### src/sitx_pkg.sv
package sitx_pkg;
    // register byte offsets on the AXI4-Lite slave
    localparam logic [5:0] SITX_MODE_OFS  = 6'h00;
    localparam logic [5:0] SITX_COMM_OFS  = 6'h04;
    localparam logic [5:0] SITX_SDR_OFS   = 6'h08;
    localparam logic [5:0] SITX_LINE_OFS  = 6'h0C;
    localparam logic [5:0] SITX_OE_OFS    = 6'h10;
    localparam logic [5:0] SITX_START_OFS = 6'h14;
    localparam logic [5:0] SITX_STAT_OFS  = 6'h18;
    localparam logic [5:0] SITX_PRESC_OFS = 6'h1C;
    localparam int unsigned SITX_AW = 6;
    ////////////////////////////////////////////////////////////////////////////
    // field positions
    localparam int unsigned SITX_CKS_BIT    = 15;
    localparam int unsigned SITX_TXE_BIT    = 15;
    localparam int unsigned SITX_RXE_BIT    = 14;
    localparam int unsigned SITX_DIV_LSB    = 9;
    localparam int unsigned SITX_CKO_BIT    = 8;
    localparam int unsigned SITX_SO_BIT     = 0;
    localparam int unsigned SITX_OE_BIT     = 0;
    localparam int unsigned SITX_START_BIT  = 0;
    localparam int unsigned SITX_ACKERR_BIT = 0;
    localparam int unsigned SITX_BUSY_BIT   = 6;
    localparam int unsigned SITX_PSB_LSB    = 4;
    ////////////////////////////////////////////////////////////////////////////
    // widths and counts
    localparam int unsigned SITX_DIV_W  = 7;
    localparam int unsigned SITX_BYTE_W = 8;
    localparam int unsigned SITX_PS_W   = 4;
    localparam int unsigned SITX_PCNT_W = 11;
    localparam int unsigned SITX_BIT_W  = 4;
    localparam logic [3:0]  SITX_ACK_IDX = 4'h8;
    localparam logic [3:0]  SITX_PS_MAX  = 4'hB;
    ////////////////////////////////////////////////////////////////////////////
    // reset values and AXI response codes
    localparam logic [6:0]  SITX_RST_DIV  = 7'h01;
    localparam logic [7:0]  SITX_RST_DATA = 8'h00;
    localparam logic [3:0]  SITX_RST_PS   = 4'h0;
    localparam logic        SITX_RST_LVL  = 1'b1;
    localparam logic [1:0]  SITX_RESP_OKAY   = 2'h0;
    localparam logic [1:0]  SITX_RESP_SLVERR = 2'h2;

    typedef enum logic [1:0] {SITX_IDLE, SITX_LOW, SITX_HIGH} sitx_phase_type;
endpackage : sitx_pkg

### src/sitx_master_tx.sv
// Functional notes
// - first frame after start is 7-bit address then direction bit in LSB
// - only a transfer-end interrupt per frame; buffer-empty mode not selectable
// - only error indication is the per-channel acknowledge-error flag
// - frames carry 8 bits, MSB first, no parity
// - serial clock at most fmck/4; divider field bits 15..9 must be nonzero
// - after eight bits, one extra period releases data and samples acknowledge
// - data output non-inverted, line idles high
// - clock source select 0 picks prescaler clock A, 1 picks clock B
// - only low 8 bits of data register are the byte; upper bits divider
// - output register clock and data bits follow shifter levels during transfer
// - address then data bytes one frame each; software ends with stop
// - single master only: no slave, arbitration or clock-stretch detection
// - serial clock equals fmck divided by divider plus one, divided by two
// - serial clock high and low phases equal length
//
// Implementation choices: the register offsets and the AXI4-Lite interface to the registers.
module sitx_master_tx (
    // clock and reset
    input  wire logic                          core_clk,
    input  wire logic                          srst,
    // axi4-lite write channels
    input  wire logic [sitx_pkg::SITX_AW-1:0]  s_axi_awaddr,
    input  wire logic                          s_axi_awvalid,
    output logic                               s_axi_awready,
    input  wire logic [31:0]                   s_axi_wdata,
    input  wire logic [3:0]                    s_axi_wstrb,
    input  wire logic                          s_axi_wvalid,
    output logic                               s_axi_wready,
    output logic [1:0]                         s_axi_bresp,
    output logic                               s_axi_bvalid,
    input  wire logic                          s_axi_bready,
    // axi4-lite read channels
    input  wire logic [sitx_pkg::SITX_AW-1:0]  s_axi_araddr,
    input  wire logic                          s_axi_arvalid,
    output logic                               s_axi_arready,
    output logic [31:0]                        s_axi_rdata,
    output logic [1:0]                         s_axi_rresp,
    output logic                               s_axi_rvalid,
    input  wire logic                          s_axi_rready,
    // open-drain bus pins, oe high while pulling low
    output logic                               scl_out,
    output logic                               scl_oe,
    input  wire logic                          sda_in,
    output logic                               sda_out,
    output logic                               sda_oe,
    // frame end pulse
    output logic                               transfer_end_irq
);
    import sitx_pkg::*;

    ////////////////////////////////////////////////////////////////////////////
    // decode and prescaler helpers
    function automatic logic addr_mapped(input logic [SITX_AW-1:0] a);
        addr_mapped = (a == SITX_MODE_OFS) || (a == SITX_COMM_OFS) || (a == SITX_SDR_OFS) ||
                      (a == SITX_LINE_OFS) || (a == SITX_OE_OFS) || (a == SITX_START_OFS) ||
                      (a == SITX_STAT_OFS) || (a == SITX_PRESC_OFS);
    endfunction : addr_mapped

    // tick every 2^k core cycles; k above the table maximum is clamped
    function automatic logic presc_tick(input logic [SITX_PCNT_W-1:0] cnt, input logic [SITX_PS_W-1:0] k);
        logic [SITX_PCNT_W-1:0] mask;
        mask = '0;
        for (int i = 0; i < SITX_PCNT_W; i++) begin
            if (i < int'((k > SITX_PS_MAX) ? SITX_PS_MAX : k)) begin
                mask[i] = 1'b1;
            end
        end
        presc_tick = ((cnt & mask) == mask);
    endfunction : presc_tick

    ////////////////////////////////////////////////////////////////////////////
    // state
    logic                   aw_held, next_aw_held, w_held, next_w_held;
    logic [SITX_AW-1:0]     wr_addr, next_wr_addr;
    logic [31:0]            wr_data, next_wr_data;
    logic [3:0]             wr_strb, next_wr_strb;
    logic                   next_bvalid, next_arready, next_rvalid;
    logic [1:0]             next_bresp, next_rresp;
    logic [31:0]            next_rdata;
    logic                   cks, next_cks, txe, next_txe, rxe, next_rxe, soe, next_soe;
    logic [SITX_DIV_W-1:0]  div, next_div;
    logic [SITX_BYTE_W-1:0] sdr_data, next_sdr_data, shreg, next_shreg;
    logic [SITX_PS_W-1:0]   ps_a, next_ps_a, ps_b, next_ps_b;
    logic [SITX_PCNT_W-1:0] pcnt, next_pcnt;
    logic [SITX_DIV_W-1:0]  half_cnt, next_half_cnt;
    logic [SITX_BIT_W-1:0]  bit_idx, next_bit_idx;
    logic                   scl_lvl, next_scl_lvl, sda_lvl, next_sda_lvl;
    logic                   sda_pending, next_sda_pending;
    logic                   ack_err, next_ack_err, next_irq;
    sitx_phase_type         state, next_state;
    logic                   wr_fire, start_go, mck_en, half_end, busy;
    logic [SITX_DIV_W-1:0]  div_eff;
    logic [31:0]            rd_word;

    // a write retires when both address and data are held and no response waits
    assign wr_fire  = aw_held && w_held && !s_axi_bvalid;
    assign busy     = (state != SITX_IDLE);
    // a zero divider would break the fmck/4 ceiling, so it acts as one
    assign div_eff  = (div == '0) ? SITX_DIV_W'(1) : div;
    assign mck_en   = presc_tick(pcnt, cks ? ps_b : ps_a);
    assign half_end = mck_en && (half_cnt == div_eff);
    // start ignored while a frame runs: no second master or queueing exists
    assign start_go = wr_fire && (wr_addr == SITX_START_OFS) && wr_strb[0] &&
                      wr_data[SITX_START_BIT] && !busy && txe;

    ////////////////////////////////////////////////////////////////////////////
    // axi4-lite slave handshakes and read mux
    always_comb begin
        next_aw_held = aw_held;
        next_w_held  = w_held;
        next_wr_addr = wr_addr;
        next_wr_data = wr_data;
        next_wr_strb = wr_strb;
        next_bvalid  = s_axi_bvalid;
        next_bresp   = s_axi_bresp;
        next_arready = s_axi_arready;
        next_rvalid  = s_axi_rvalid;
        next_rresp   = s_axi_rresp;
        next_rdata   = s_axi_rdata;
        rd_word      = 32'h0000_0000;
        unique case (s_axi_araddr)
            SITX_MODE_OFS:  rd_word[SITX_CKS_BIT] = cks;  // mode bit 0 reads 0: end-of-frame only
            SITX_COMM_OFS: begin
                rd_word[SITX_TXE_BIT] = txe;
                rd_word[SITX_RXE_BIT] = rxe;
            end
            SITX_SDR_OFS:   rd_word[15:0] = {div, 1'b0, sdr_data};
            SITX_LINE_OFS: begin
                rd_word[SITX_CKO_BIT] = scl_lvl;
                rd_word[SITX_SO_BIT]  = sda_lvl;
            end
            SITX_OE_OFS:    rd_word[SITX_OE_BIT] = soe;
            SITX_STAT_OFS: begin
                rd_word[SITX_BUSY_BIT]   = busy;
                rd_word[SITX_ACKERR_BIT] = ack_err;
            end
            SITX_PRESC_OFS: rd_word[7:0] = {ps_b, ps_a};
            default:        rd_word = 32'h0000_0000;
        endcase
        if (s_axi_awvalid && s_axi_awready) begin
            next_aw_held = 1'b1;
            next_wr_addr = s_axi_awaddr;
        end
        if (s_axi_wvalid && s_axi_wready) begin
            next_w_held  = 1'b1;
            next_wr_data = s_axi_wdata;
            next_wr_strb = s_axi_wstrb;
        end
        if (wr_fire) begin
            next_aw_held = 1'b0;
            next_w_held  = 1'b0;
            next_bvalid  = 1'b1;
            next_bresp   = addr_mapped(wr_addr) ? SITX_RESP_OKAY : SITX_RESP_SLVERR;
        end else if (s_axi_bvalid && s_axi_bready) begin
            next_bvalid = 1'b0;
        end
        if (s_axi_arvalid && s_axi_arready) begin
            next_arready = 1'b0;
            next_rvalid  = 1'b1;
            next_rdata   = rd_word;
            next_rresp   = addr_mapped(s_axi_araddr) ? SITX_RESP_OKAY : SITX_RESP_SLVERR;
        end else if (s_axi_rvalid && s_axi_rready) begin
            next_rvalid  = 1'b0;
            next_arready = 1'b1;
        end
    end

    // ready flags drop while a word is held, which gives one write in flight
    always_ff @(posedge core_clk) begin
        if (srst) begin
            aw_held       <= 1'b0;
            w_held        <= 1'b0;
            wr_addr       <= '0;
            wr_data       <= 32'h0000_0000;
            wr_strb       <= 4'h0;
            s_axi_awready <= 1'b0;
            s_axi_wready  <= 1'b0;
            s_axi_bvalid  <= 1'b0;
            s_axi_bresp   <= SITX_RESP_OKAY;
            s_axi_arready <= 1'b0;
            s_axi_rvalid  <= 1'b0;
            s_axi_rresp   <= SITX_RESP_OKAY;
            s_axi_rdata   <= 32'h0000_0000;
        end else begin
            aw_held       <= next_aw_held;
            w_held        <= next_w_held;
            wr_addr       <= next_wr_addr;
            wr_data       <= next_wr_data;
            wr_strb       <= next_wr_strb;
            s_axi_awready <= !next_aw_held && !next_bvalid;
            s_axi_wready  <= !next_w_held && !next_bvalid;
            s_axi_bvalid  <= next_bvalid;
            s_axi_bresp   <= next_bresp;
            s_axi_arready <= next_arready || (!next_rvalid && !s_axi_arready);
            s_axi_rvalid  <= next_rvalid;
            s_axi_rresp   <= next_rresp;
            s_axi_rdata   <= next_rdata;
        end
    end

    ////////////////////////////////////////////////////////////////////////////
    // configuration registers and the frame shifter
    always_comb begin
        next_cks         = cks;
        next_txe         = txe;
        next_rxe         = rxe;
        next_soe         = soe;
        next_div         = div;
        next_sdr_data    = sdr_data;
        next_ps_a        = ps_a;
        next_ps_b        = ps_b;
        next_pcnt        = pcnt + SITX_PCNT_W'(1);
        next_state       = state;
        next_half_cnt    = half_cnt;
        next_bit_idx     = bit_idx;
        next_shreg       = shreg;
        next_scl_lvl     = scl_lvl;
        next_sda_lvl     = sda_lvl;
        next_sda_pending = 1'b0;
        next_ack_err     = ack_err;
        next_irq         = 1'b0;
        // setting bits other than the COMM enables txe and rxe are frozen mid-frame
        if (wr_fire && !busy) begin
            unique case (wr_addr)
                SITX_MODE_OFS:  if (wr_strb[1]) next_cks = wr_data[SITX_CKS_BIT];
                SITX_SDR_OFS: begin
                    if (wr_strb[0]) next_sdr_data = wr_data[7:0];
                    if (wr_strb[1]) next_div = wr_data[15:SITX_DIV_LSB];
                end
                SITX_LINE_OFS: begin
                    if (wr_strb[1]) next_scl_lvl = wr_data[SITX_CKO_BIT];
                    if (wr_strb[0]) next_sda_lvl = wr_data[SITX_SO_BIT];
                end
                SITX_OE_OFS:    if (wr_strb[0]) next_soe = wr_data[SITX_OE_BIT];
                SITX_PRESC_OFS: if (wr_strb[0]) {next_ps_b, next_ps_a} = wr_data[7:0];
                default: ;
            endcase
        end
        if (wr_fire && (wr_addr == SITX_COMM_OFS) && wr_strb[1]) begin
            next_txe = wr_data[SITX_TXE_BIT];
            next_rxe = wr_data[SITX_RXE_BIT];
        end
        // clear by writing one; a same-cycle failing acknowledge overrides below
        if (wr_fire && (wr_addr == SITX_STAT_OFS) && wr_strb[0] && wr_data[SITX_ACKERR_BIT]) begin
            next_ack_err = 1'b0;
        end
        // data moves one core cycle after the falling clock, never at the edge
        if (sda_pending && soe) begin
            next_sda_lvl = (bit_idx == SITX_ACK_IDX) ? 1'b1 : shreg[SITX_BYTE_W-1];
        end
        unique case (state)
            SITX_IDLE: begin
                if (start_go) begin
                    next_state       = SITX_LOW;
                    next_half_cnt    = '0;
                    next_bit_idx     = '0;
                    next_shreg       = sdr_data;
                    next_scl_lvl     = 1'b0;
                    next_sda_pending = 1'b1;
                end
            end
            SITX_LOW: begin
                if (half_end) begin
                    next_half_cnt = '0;
                    next_state    = SITX_HIGH;
                    next_scl_lvl  = 1'b1;
                end else if (mck_en) begin
                    next_half_cnt = half_cnt + SITX_DIV_W'(1);
                end
            end
            SITX_HIGH: begin
                if (half_end) begin
                    next_half_cnt = '0;
                    next_scl_lvl  = 1'b0;
                    if (bit_idx == SITX_ACK_IDX) begin
                        // sample at the end of the high phase, the latest safe point
                        if (sda_in) next_ack_err = 1'b1;
                        next_irq   = 1'b1;
                        next_state = SITX_IDLE;
                    end else begin
                        next_bit_idx     = bit_idx + SITX_BIT_W'(1);
                        next_shreg       = {shreg[SITX_BYTE_W-2:0], 1'b0};
                        next_sda_pending = 1'b1;
                        next_state       = SITX_LOW;
                    end
                end else if (mck_en) begin
                    next_half_cnt = half_cnt + SITX_DIV_W'(1);
                end
            end
        endcase
    end

    // pins pulled low by enable only; level registered straight from next value
    always_ff @(posedge core_clk) begin
        if (srst) begin
            cks              <= 1'b0;
            txe              <= 1'b0;
            rxe              <= 1'b0;
            soe              <= 1'b0;
            div              <= SITX_RST_DIV;
            sdr_data         <= SITX_RST_DATA;
            ps_a             <= SITX_RST_PS;
            ps_b             <= SITX_RST_PS;
            pcnt             <= '0;
            state            <= SITX_IDLE;
            half_cnt         <= '0;
            bit_idx          <= '0;
            shreg            <= SITX_RST_DATA;
            scl_lvl          <= SITX_RST_LVL;
            sda_lvl          <= SITX_RST_LVL;
            sda_pending      <= 1'b0;
            ack_err          <= 1'b0;
            transfer_end_irq <= 1'b0;
            scl_out          <= 1'b0;
            sda_out          <= 1'b0;
            scl_oe           <= 1'b0;
            sda_oe           <= 1'b0;
        end else begin
            cks              <= next_cks;
            txe              <= next_txe;
            rxe              <= next_rxe;
            soe              <= next_soe;
            div              <= next_div;
            sdr_data         <= next_sdr_data;
            ps_a             <= next_ps_a;
            ps_b             <= next_ps_b;
            pcnt             <= next_pcnt;
            state            <= next_state;
            half_cnt         <= next_half_cnt;
            bit_idx          <= next_bit_idx;
            shreg            <= next_shreg;
            scl_lvl          <= next_scl_lvl;
            sda_lvl          <= next_sda_lvl;
            sda_pending      <= next_sda_pending;
            ack_err          <= next_ack_err;
            transfer_end_irq <= next_irq;
            scl_out          <= 1'b0;
            sda_out          <= 1'b0;
            scl_oe           <= !next_scl_lvl;
            sda_oe           <= !next_sda_lvl;
        end
    end

    ////////////////////////////////////////////////////////////////////////////
    // checks
    chk_irq_after_ack: assert property (@(posedge core_clk) disable iff (srst)
        transfer_end_irq |-> ($past(state) == SITX_HIGH && $past(bit_idx) == SITX_ACK_IDX && !busy))
        else $error("frame end pulse without acknowledge period");
    chk_ack_error_set: assert property (@(posedge core_clk) disable iff (srst)
        (state == SITX_HIGH && half_end && bit_idx == SITX_ACK_IDX && sda_in) |=> ack_err [*2])
        else $error("acknowledge error not set or not held");
    chk_first_bit_msb: assert property (@(posedge core_clk) disable iff (srst)
        (start_go && soe) |=> ##1 (sda_lvl == $past(shreg[SITX_BYTE_W-1])))
        else $error("first bit is not the msb");
    chk_half_min_len: assert property (@(posedge core_clk) disable iff (srst)
        (busy && $changed(scl_lvl)) |=> !$changed(scl_lvl))
        else $error("clock phase shorter than two cycles");
    chk_ack_release: assert property (@(posedge core_clk) disable iff (srst)
        (state == SITX_LOW && bit_idx == SITX_ACK_IDX && soe && !sda_pending) |-> sda_lvl)
        else $error("data not released in acknowledge period");
    chk_sda_clock_low: assert property (@(posedge core_clk) disable iff (srst)
        (busy && $changed(sda_lvl)) |-> !scl_lvl)
        else $error("data changed while clock high");
    chk_pins_follow: assert property (@(posedge core_clk) disable iff (srst)
        (scl_oe == !scl_lvl) && (sda_oe == !sda_lvl))
        else $error("pin enables disagree with line levels");
    chk_phase_divider: assert property (@(posedge core_clk) disable iff (srst)
        (busy && $rose(scl_lvl)) |-> $past(half_end))
        else $error("clock rose off the divider boundary");
endmodule : sitx_master_tx

### config.mk
export PLATFORM = sky130hd
export DESIGN_NAME = sitx_master_tx
export DESIGN_NICKNAME = d
export VERILOG_FILES = /design/src/sitx_pkg.sv /design/src/sitx_master_tx.sv
export SDC_FILE = /design/constraint.sdc
export NUM_CORES = 1
export LEC_CHECK = 0
export ABC_AREA = 1
export BUFFER_PORTS_ARGS = -buffer_cell sky130_fd_sc_hd__buf_2
export CORE_AREA = 2 2 149 151
export DETAILED_ROUTE_END_ITERATION = 16
export DIE_AREA = 0 0 151 153
export PLACE_DENSITY_LB_ADDON = 0.05
export SLEW_MARGIN = 40
export SYNTH_ARGS = -nofsm -noshare
export SYNTH_HDL_FRONTEND = slang
export SYNTH_SLANG_ARGS = --single-unit
### constraint.sdc
create_clock -name core_clk -period 2 [get_ports core_clk]
set_clock_uncertainty 0.15 [all_clocks]
set_input_delay 0.5 -clock core_clk [delete_from_list [all_inputs] [get_ports core_clk]]
set_output_delay 0.5 -clock core_clk [all_outputs]
set_load 0.005 [all_outputs]
==> metrics.md, run 1 <==
| Metric | Value |
|---|---|
| Finished Cell Area | 0.00721 sq mm |
| Clock sink count | 115 |
| Maxcap violations | 0 |
| DR iter-0 viols | 163 |
| FF+latch count, synth | 115 |
| Initial Util | 0.248 |
| Filler cell count | around 2300 |
| FFs w/ async S/R, synth | 0 |
| NumNets Final | around 900 |
| CTS H-tree depth | 4 |
| Post-synth top area cell | dfxtp_1 |
| Worst setup SP type | flip-flop |
| CP endpoint kind | flip-flop |
| Synthesized cell area | 0.00533 sq mm |
| Dpl hpwl | 11900 um |
| Final ANT Viol Nets | 0 |
| Synth top area share | 0.432 |
| PD cells | 903 mW/mm^2 |
| Largest net degree at the start of global routing | 35 |
| Top FF cell, synth | dfxtp_1 |
| Crit-path slowest cell | dfxtp_2 |
| Cts bufs inserted | 17 |
| Vias in the first global route | roughly 4800 |
| Clock Latency Late Sink | 420 ps |
| Worst Path Required | 2140 ps |
| GR Overflow Total | 0 |
| Yosys warnings | 0 |
| First-pass GRT wire length | 25600 um |
| Vias per cell | 4.34 |
| Period utilization | 0.991 |
| Hold WC Path Type | in -> reg |
| Layout cells sized above 1 | 0.291 |
| Initial antenna violation count | 0 |
| DP Area | 0.00641 sq mm |
| Die area | 0.0231 sq mm |
| Worst-path clk slew | 60 ps |
| I/O Buffers | 63 |
| Area Overhead vs Synth | 35.4% |
| Most used cell, CP | nand2_2 |
| Core Region | 0.0215 sq mm |
| FF/Latch Area | 0.00231 sq mm |
| Total iterations of the first detailed-routing run | 7 |
| Worst vdd ir | just over 500 uV |
| Die height | 153 um |
| Final core utilization | 0.336 |
| DRC violations left | 0 |
| Dominant cells by area after synthesis | dfxtp_1 43%, nand2_1 9.7%, nor2_1 6.6% |
| Crit path kind | reg -> reg |
| Final setup TNS | 0 ps |
| Max FO, Critical Path | 6 |
| Syn_area_per_cell | 7.39 sq um |
| Multi-input logic area | 0.00270 sq mm |
| Wire per inst | 13.7 um |
| EDFF count, synth | 0 |
| Row count | 54 |
| Maximum buffer depth of the clock tree | 2 |
| GP Congestion | 0.759 |
| WP data arrival | 2120 ps |
| Slew Viols, Final | 0 |
| Top post-synthesis cells by count | 138 x nand2_1, 115 x dfxtp_1, 93 x nor2_1, 71 x inv_1, 64 x a21oi_1 |
| Max frequency | 0.504 GHz |
| Syn Inst Count | 721 |
| Final setup fails | 0 |
| Register area share after synthesis | 0.432 |
| Placed insts | 1115 |
| I/O pin count | around 100 |
| Final WL | 15800 um |
| CTS root buf | clkbuf_16 |
| All-Layer GR Usage | 0.143 |
| Die X | 151 um |
| P_leak | ~3.2 nW |
| Fin. Hold Viols | 0 |
| RSZ-0062 raised after global routing | true |
| CTS tree | built |
| Outcome | complete, no violations |
| Distinct cell type count after synthesis | 46 |
| Vias | 5009 |
| Post-route insts no fill | 1153 |
| CTS hold repair buffers | 0 |
| Worst-path cell chain | inv_2 > nand2_2 > nand2_4 > inv_2 > nand3_2 > nand2_2 > nand2_2 > nor2_4 > nand4_4 > nand2_4 > buf_6 > nand3_2 > nand2_1 > nand2_2 |
| Min cycle time layout | just under 2000 ps |
| Antenna diode count | 0 |
| Most numerous cell in the Yosys netlist | nand2_1 |
| Max stage delay on crit path | 340 ps |
[area by class of cell]
class                   count  area share
flip-flops and latches    115       0.320
multi-input cells         497       0.374
inverters                  85      0.0442
repair buffers            144       0.137
clock inverters            14      0.0147
well taps                 280      0.0486
clock buffers              18      0.0609
[timing repair]
| item | in CTS | in global routing |
|---|---|---|
| endpoints found under the setup margin | 20 | 33 |
| gates resized for setup | 14 | 54 |
| endpoints found under the hold margin | 0 | 0 |
| gates cloned | 0 | 1 |
| pin swaps | 6 | 15 |
| setup buffers | 2 | 3 |
[report_power, final]
group / leakage [nW] / switching (mW) / internal, mW
Clock: 0.259 / 1.19 / 1.62
Sequential: 0.939 / 0.0608 / 2.41
Combinational: 1.96 / 0.719 / 0.516
Total: 3.16 / 1.97 / 4.55
[kinds of logic after synthesis]
family                   after synthesis  synth area share
other                                  1          0.000704
AO/OA/AOI/OAI                        154             0.168
XOR/XNOR                              11            0.0181
buffers and inverters                128             0.108
flip-flops                           115             0.432
AND/OR/NAND/NOR                      304             0.254
adder cells (fa/ha/maj)                8            0.0188
[state kept, by name (all words and copies together) (netlist names), 2 cells and up]
name / count
ps_a: 4
div: 7
wr_strb: 2
pcnt: 11
wr_data: 16
shreg: 8
bit_idx: 4
wr_addr: 6
state: 2
s_axi_rdata: 16
sdr_data: 8
ps_b: 4
half_cnt: 7
[layout by cell type (no fill, tap or decap), types with 6 or more instances in the layout]
cell type	instances
dfxtp_2	7
ha_1	6
a21oi_2	6
buf_6	8
buf_4	69
inv_2	11
a21oi_1	58
nand2_2	19
a211oi_1	17
inv_1	70
xor2_1	6
nor2_1	90
conb_1	20
buf_2	64
clkbuf_16	17
nor3_1	8
o21ai_0	49
nand4_1	12
dfxtp_1	108
nand3_1	27
nand2_4	9
nand2_1	117
[layer usage]
metal | part of all wire | global-route usage | wire length (um) | vias to the layer above
met5 | 0 | 0 | 0 | -
met4 | 0.015 | 0.0383 | 230 | 0
met3 | 0.040 | 0.0376 | 626 | 17
met2 | 0.45 | 0.222 | 7120 | 85
met1 | 0.49 | 0.197 | 7810 | 2290
li1 | - | - | - | 2617
[through the flow]
stage	hold slack, ps	power [mW]	worst slack, ps
detailed placement	301	3.62	-66.5
CTS	174	6.52	-2.13
global placement	299	3.61	-53.6
finish	184	6.51	17.8
global route	186	6.86	-101
floorplan	269	3.18	204
[path summary, 6_finish.rpt]
kind	startpoint	to	slack, ps	cells past startpoint
worst max-delay path	cks	scl_lvl	20	14
worst min-delay path	s_axi_wdata[10]	wr_data[10]	180	3
worst max register to register	cks	scl_lvl	20	14
worst min register to register	w_held	s_axi_wready	280	1
[worst max-delay path: cells and delay by family, from the launching register on]
kind                   cells  cell delay [ps]
buffers and inverters      3              280
DFF                        1              340
and+or+nand+nor           11             1080
Power figures use the tool's default switching activity.
==> run 2: changes to the inputs <==
- ABC_AREA: 1 -> not set
- CORE_AREA: 2 2 149 151 -> 2 2 151 153
- DIE_AREA: 0 0 151 153 -> 0 0 153 155
==> run 2 against run 1 <==
The flow now finishes with violations (negative setup slack). Sequential share of layout area down 1.8 points. Sequential cell count unchanged. Largest power group unchanged. Wire length increased by 13%. First-iteration DRC count grew 46%. Worst hold slack got worse by 16 ps. Critical path type unchanged. Clock-buffer cell count is 1 higher. Total power fell by 4.2%. Via count up 1.3%. Utilization rose by 1.1 points. Register-to-register slack got worse by 450 ps.
==> metrics.md, run 2 <==
| Metric | Value |
|---|---|
| Outcome | complete, but fails checks |
| Failing checks | negative setup slack |
| Synthesized cell area | 0.00546 sq mm (+2.5%) |
| Sequential share of power | 0.388 (+0.009) |
| Most frequent cells in the layout | 111 x buf_4, 102 x dfxtp_1, 89 x nand2_1 |
| Vias | 5075 (+1.3%) |
| I/O pin count | 102 (unchanged) |
| First-pass GRT wire length | 28600 um (+12%) |
| Syn Inst Count | 642 (-11%) |
| Dominant cells by area after synthesis | dfxtp_1 42%, nand2_1 6.2%, a21oi_1 5.2% |
| Syn_area_per_cell | 8.51 sq um (+15%) |
| Crit path kind | reg -> reg |
| NumNets Final | 879 (-4.9%) |
| Vias in the first global route | 5211 (+7.5%) |
| Register area share after synthesis | 0.422 (-0.0107) |
| CTS H-tree depth | 4 (unchanged) |
| Final setup fails | 26 (+26) |
| Post-synthesis mux area share | 0.0479 (+0.0479) |
| Maxcap violations | 0 (unchanged) |
| Filler cell count | 2380 (+2.2%) |
| Post-Synth XOR/XNOR Area | 0.0241 (+0.00597) |
| Layout cells sized above 1 | 0.365 (+0.0738) |
| GR Overflow Total | 0 (unchanged) |
| Finished Cell Area | 0.00772 sq mm (+7.0%) |
| I/O Buffers | 63 (unchanged) |
| PD cells | 808 mW/mm^2 (-10%) |
| Top post-synthesis cells by count | 115 x dfxtp_1, 90 x nand2_1, 66 x nor2_1, 57 x a21oi_1, 30 x nor3_1 |
| Area Overhead vs Synth | 41.3% |
| Distinct cell type count after synthesis | 66 (+43%) |
| CTS root buf | clkbuf_16 |
| Initial Util | 0.246 (-0.00220) |
| Post-synth top area cell | dfxtp_1 |
| DRC violations left | 0 (unchanged) |
| Top FF cell, synth | dfxtp_1 |
| All-Layer GR Usage | 0.154 (+0.0103) |
| Worst-path clk slew | 60 ps (about the same) |
| Synth top area share | 0.422 (-0.0107) |
| CTS hold repair buffers | 0 (unchanged) |
| Slew Viols, Final | 0 (unchanged) |
| EDFF count, synth | 0 (unchanged) |
| Psw | 1.69 mW (-14%) |
| Hold WC Path Type | in -> reg |
| Final ANT Viol Nets | 0 (unchanged) |
| Yosys warnings | 0 (unchanged) |
| Dpl hpwl | 13300 um (+12%) |
| CP endpoint kind | flip-flop |
| GP Congestion | 0.787 (+3.6%) |
| Worst Path Required | 2150 ps (about the same) |
| Most numerous cell in the Yosys netlist | dfxtp_1 |
| Most common library cell in the layout ignoring fill and taps | buf_4 |
| Min cycle time layout | 2430 ps (+451 ps) |
| Clock group share of total power | 0.478 (+0.047) |
| Core Region | 0.0222 sq mm (+3.5%) |
| Antenna diode count | 0 (unchanged) |
| P_int | 4.55 mW (about the same) |
| FFs w/ async S/R, synth | 0 (unchanged) |
| Worst vdd ir | 485 uV (-4.9%) |
| Largest net degree at the start of global routing | 56 (+60%) |
| Comb pwr share | 0.134 (-0.056) |
| Die area | 0.0237 sq mm (+2.6%) |
| Die X | 153 um (+1.3%) |
| Simple-gate share of the synthesized area | 0.249 (-0.00422) |
| DR iter-0 viols | 238 (+46%) |
| Period utilization | 1.22 (+0.226) |
| Wire per inst | 16.0 um (+17%) |
| Adder-cell share of the synthesized area | 0.0183 (-0.000465) |
| Fin. Hold Viols | 0 (unchanged) |
| Worst setup SP type | flip-flop |
| Switching share of power | 0.271 (-0.0309) |
| Clock sink count | 115 (unchanged) |
| Vias per cell | 4.56 (+5.0%) |
| P_leak | 3.10 nW (-2.0%) |
| Fin worst setup slack | -433 ps (-451 ps) |
| Largest family of logic cells by synthesized area | simple AND/OR/NAND/NOR gates |
| Total iterations of the first detailed-routing run | 4 (-3) |
| DP Area | 0.00686 sq mm (+7.1%) |
| Max frequency | 0.411 GHz (-19%) |
| Worst hold slack | 168 ps (-15.9 ps) |
| FF+latch count, synth | 115 (unchanged) |
| Maximum buffer depth of the clock tree | 2 (unchanged) |
| RSZ-0062 raised after global routing | true |
| Final WL | 17800 um (+13%) |
| Final setup TNS | -8360 ps (-8360 ps) |
| CTS tree | built |
| Clock Latency Late Sink | 420 ps (about the same) |
| Die height | 155 um (+1.3%) |
| Cts bufs inserted | 17 (unchanged) |
| Largest regs | s_axi_rdata (16), wr_data (16), pcnt (11) |
| Row count | 55 (+1.9%) |
| WP data arrival | 2580 ps (+460 ps) |
| Initial antenna violation count | 0 (unchanged) |
| Complex-gate fraction of the synthesized area | 0.163 (-0.00508) |
| Max FO, Critical Path | 5 (-1) |
[run 2: power by group through the flow]
stage,combinational [mW],clock (mW),sequential (mW)
after floorplan,0.432,0,2.48
after detailed placement,0.765,0,2.48
after CTS,0.841,3.07,2.43
after global routing,0.923,3.19,2.43
after global placement,0.757,0,2.48
final,0.836,2.98,2.42
[run 2: area by class of cell]
type | instances | area [sq um] | share of cell area
tap | 285 | 357 | 0.0462
sequential | 115 | 2330 | 0.302
clock buffer | 19 | 453 | 0.0587
timing repair buffer | 188 | 1350 | 0.175
multi-input combinational | 475 | 3040 | 0.394
inverter | 18 | 67.6 | 0.00875
clock inverter | 13 | 124 | 0.0160
[run 2: path summary, 6_finish.rpt]
check / slack, ps / cells after the start / to / startpoint
max reg2reg: -430 / 8 / shreg[7] / wr_addr[5]
max: -430 / 8 / shreg[7] / wr_addr[5]
min reg2reg: 300 / 2 / s_axi_rdata[9] / s_axi_rdata[9]
min: 170 / 3 / wr_data[2] / s_axi_wdata[2]
[run 2: cells by family after synthesis]
kind of cell | count (synthesis)
flops | 115
mux | 26
buf+inv | 71
compound gates | 129
fa+ha+maj | 8
xor+xnor | 15
simple gates | 277
other cells | 1
[run 2: worst max-delay path, stage by stage, from the launching register on]
cell	delay [ps]
dfxtp_1	320
and4bb_2	340
and4_4	230
nand4_1	170
a21o_2	260
or3_4	390
buf_6	150
a221oi_2	230
nor3_1	60
[run 2: layer usage]
metal	track usage	routed length, um	vias up
met5	0	0	-
met4	0.0401	168	0
met1	0.211	8900	2402
li1	-	-	2585
met2	0.246	8210	78
met3	0.0323	526	10
[run 2: what timing repair did]
item / 4_1_cts / 5_1_grt
setup buffers: 4 / 0
cloned: 1 / 0
pin swaps: 9 / 10
gates resized for setup: 36 / 29
endpoints found under the setup margin: 32 / 45
[run 2: metrics by stage]
step	utilization	total power [mW]	worst slack [ps]	cells
finish	0.347	6.24	-433	1113
global route	0.347	6.55	-537	1113
CTS	0.343	6.35	-432	1113
detailed placement	0.309	3.24	-547	1076
global placement	0.309	3.23	-518	1076
floorplan	-	2.91	-261	661
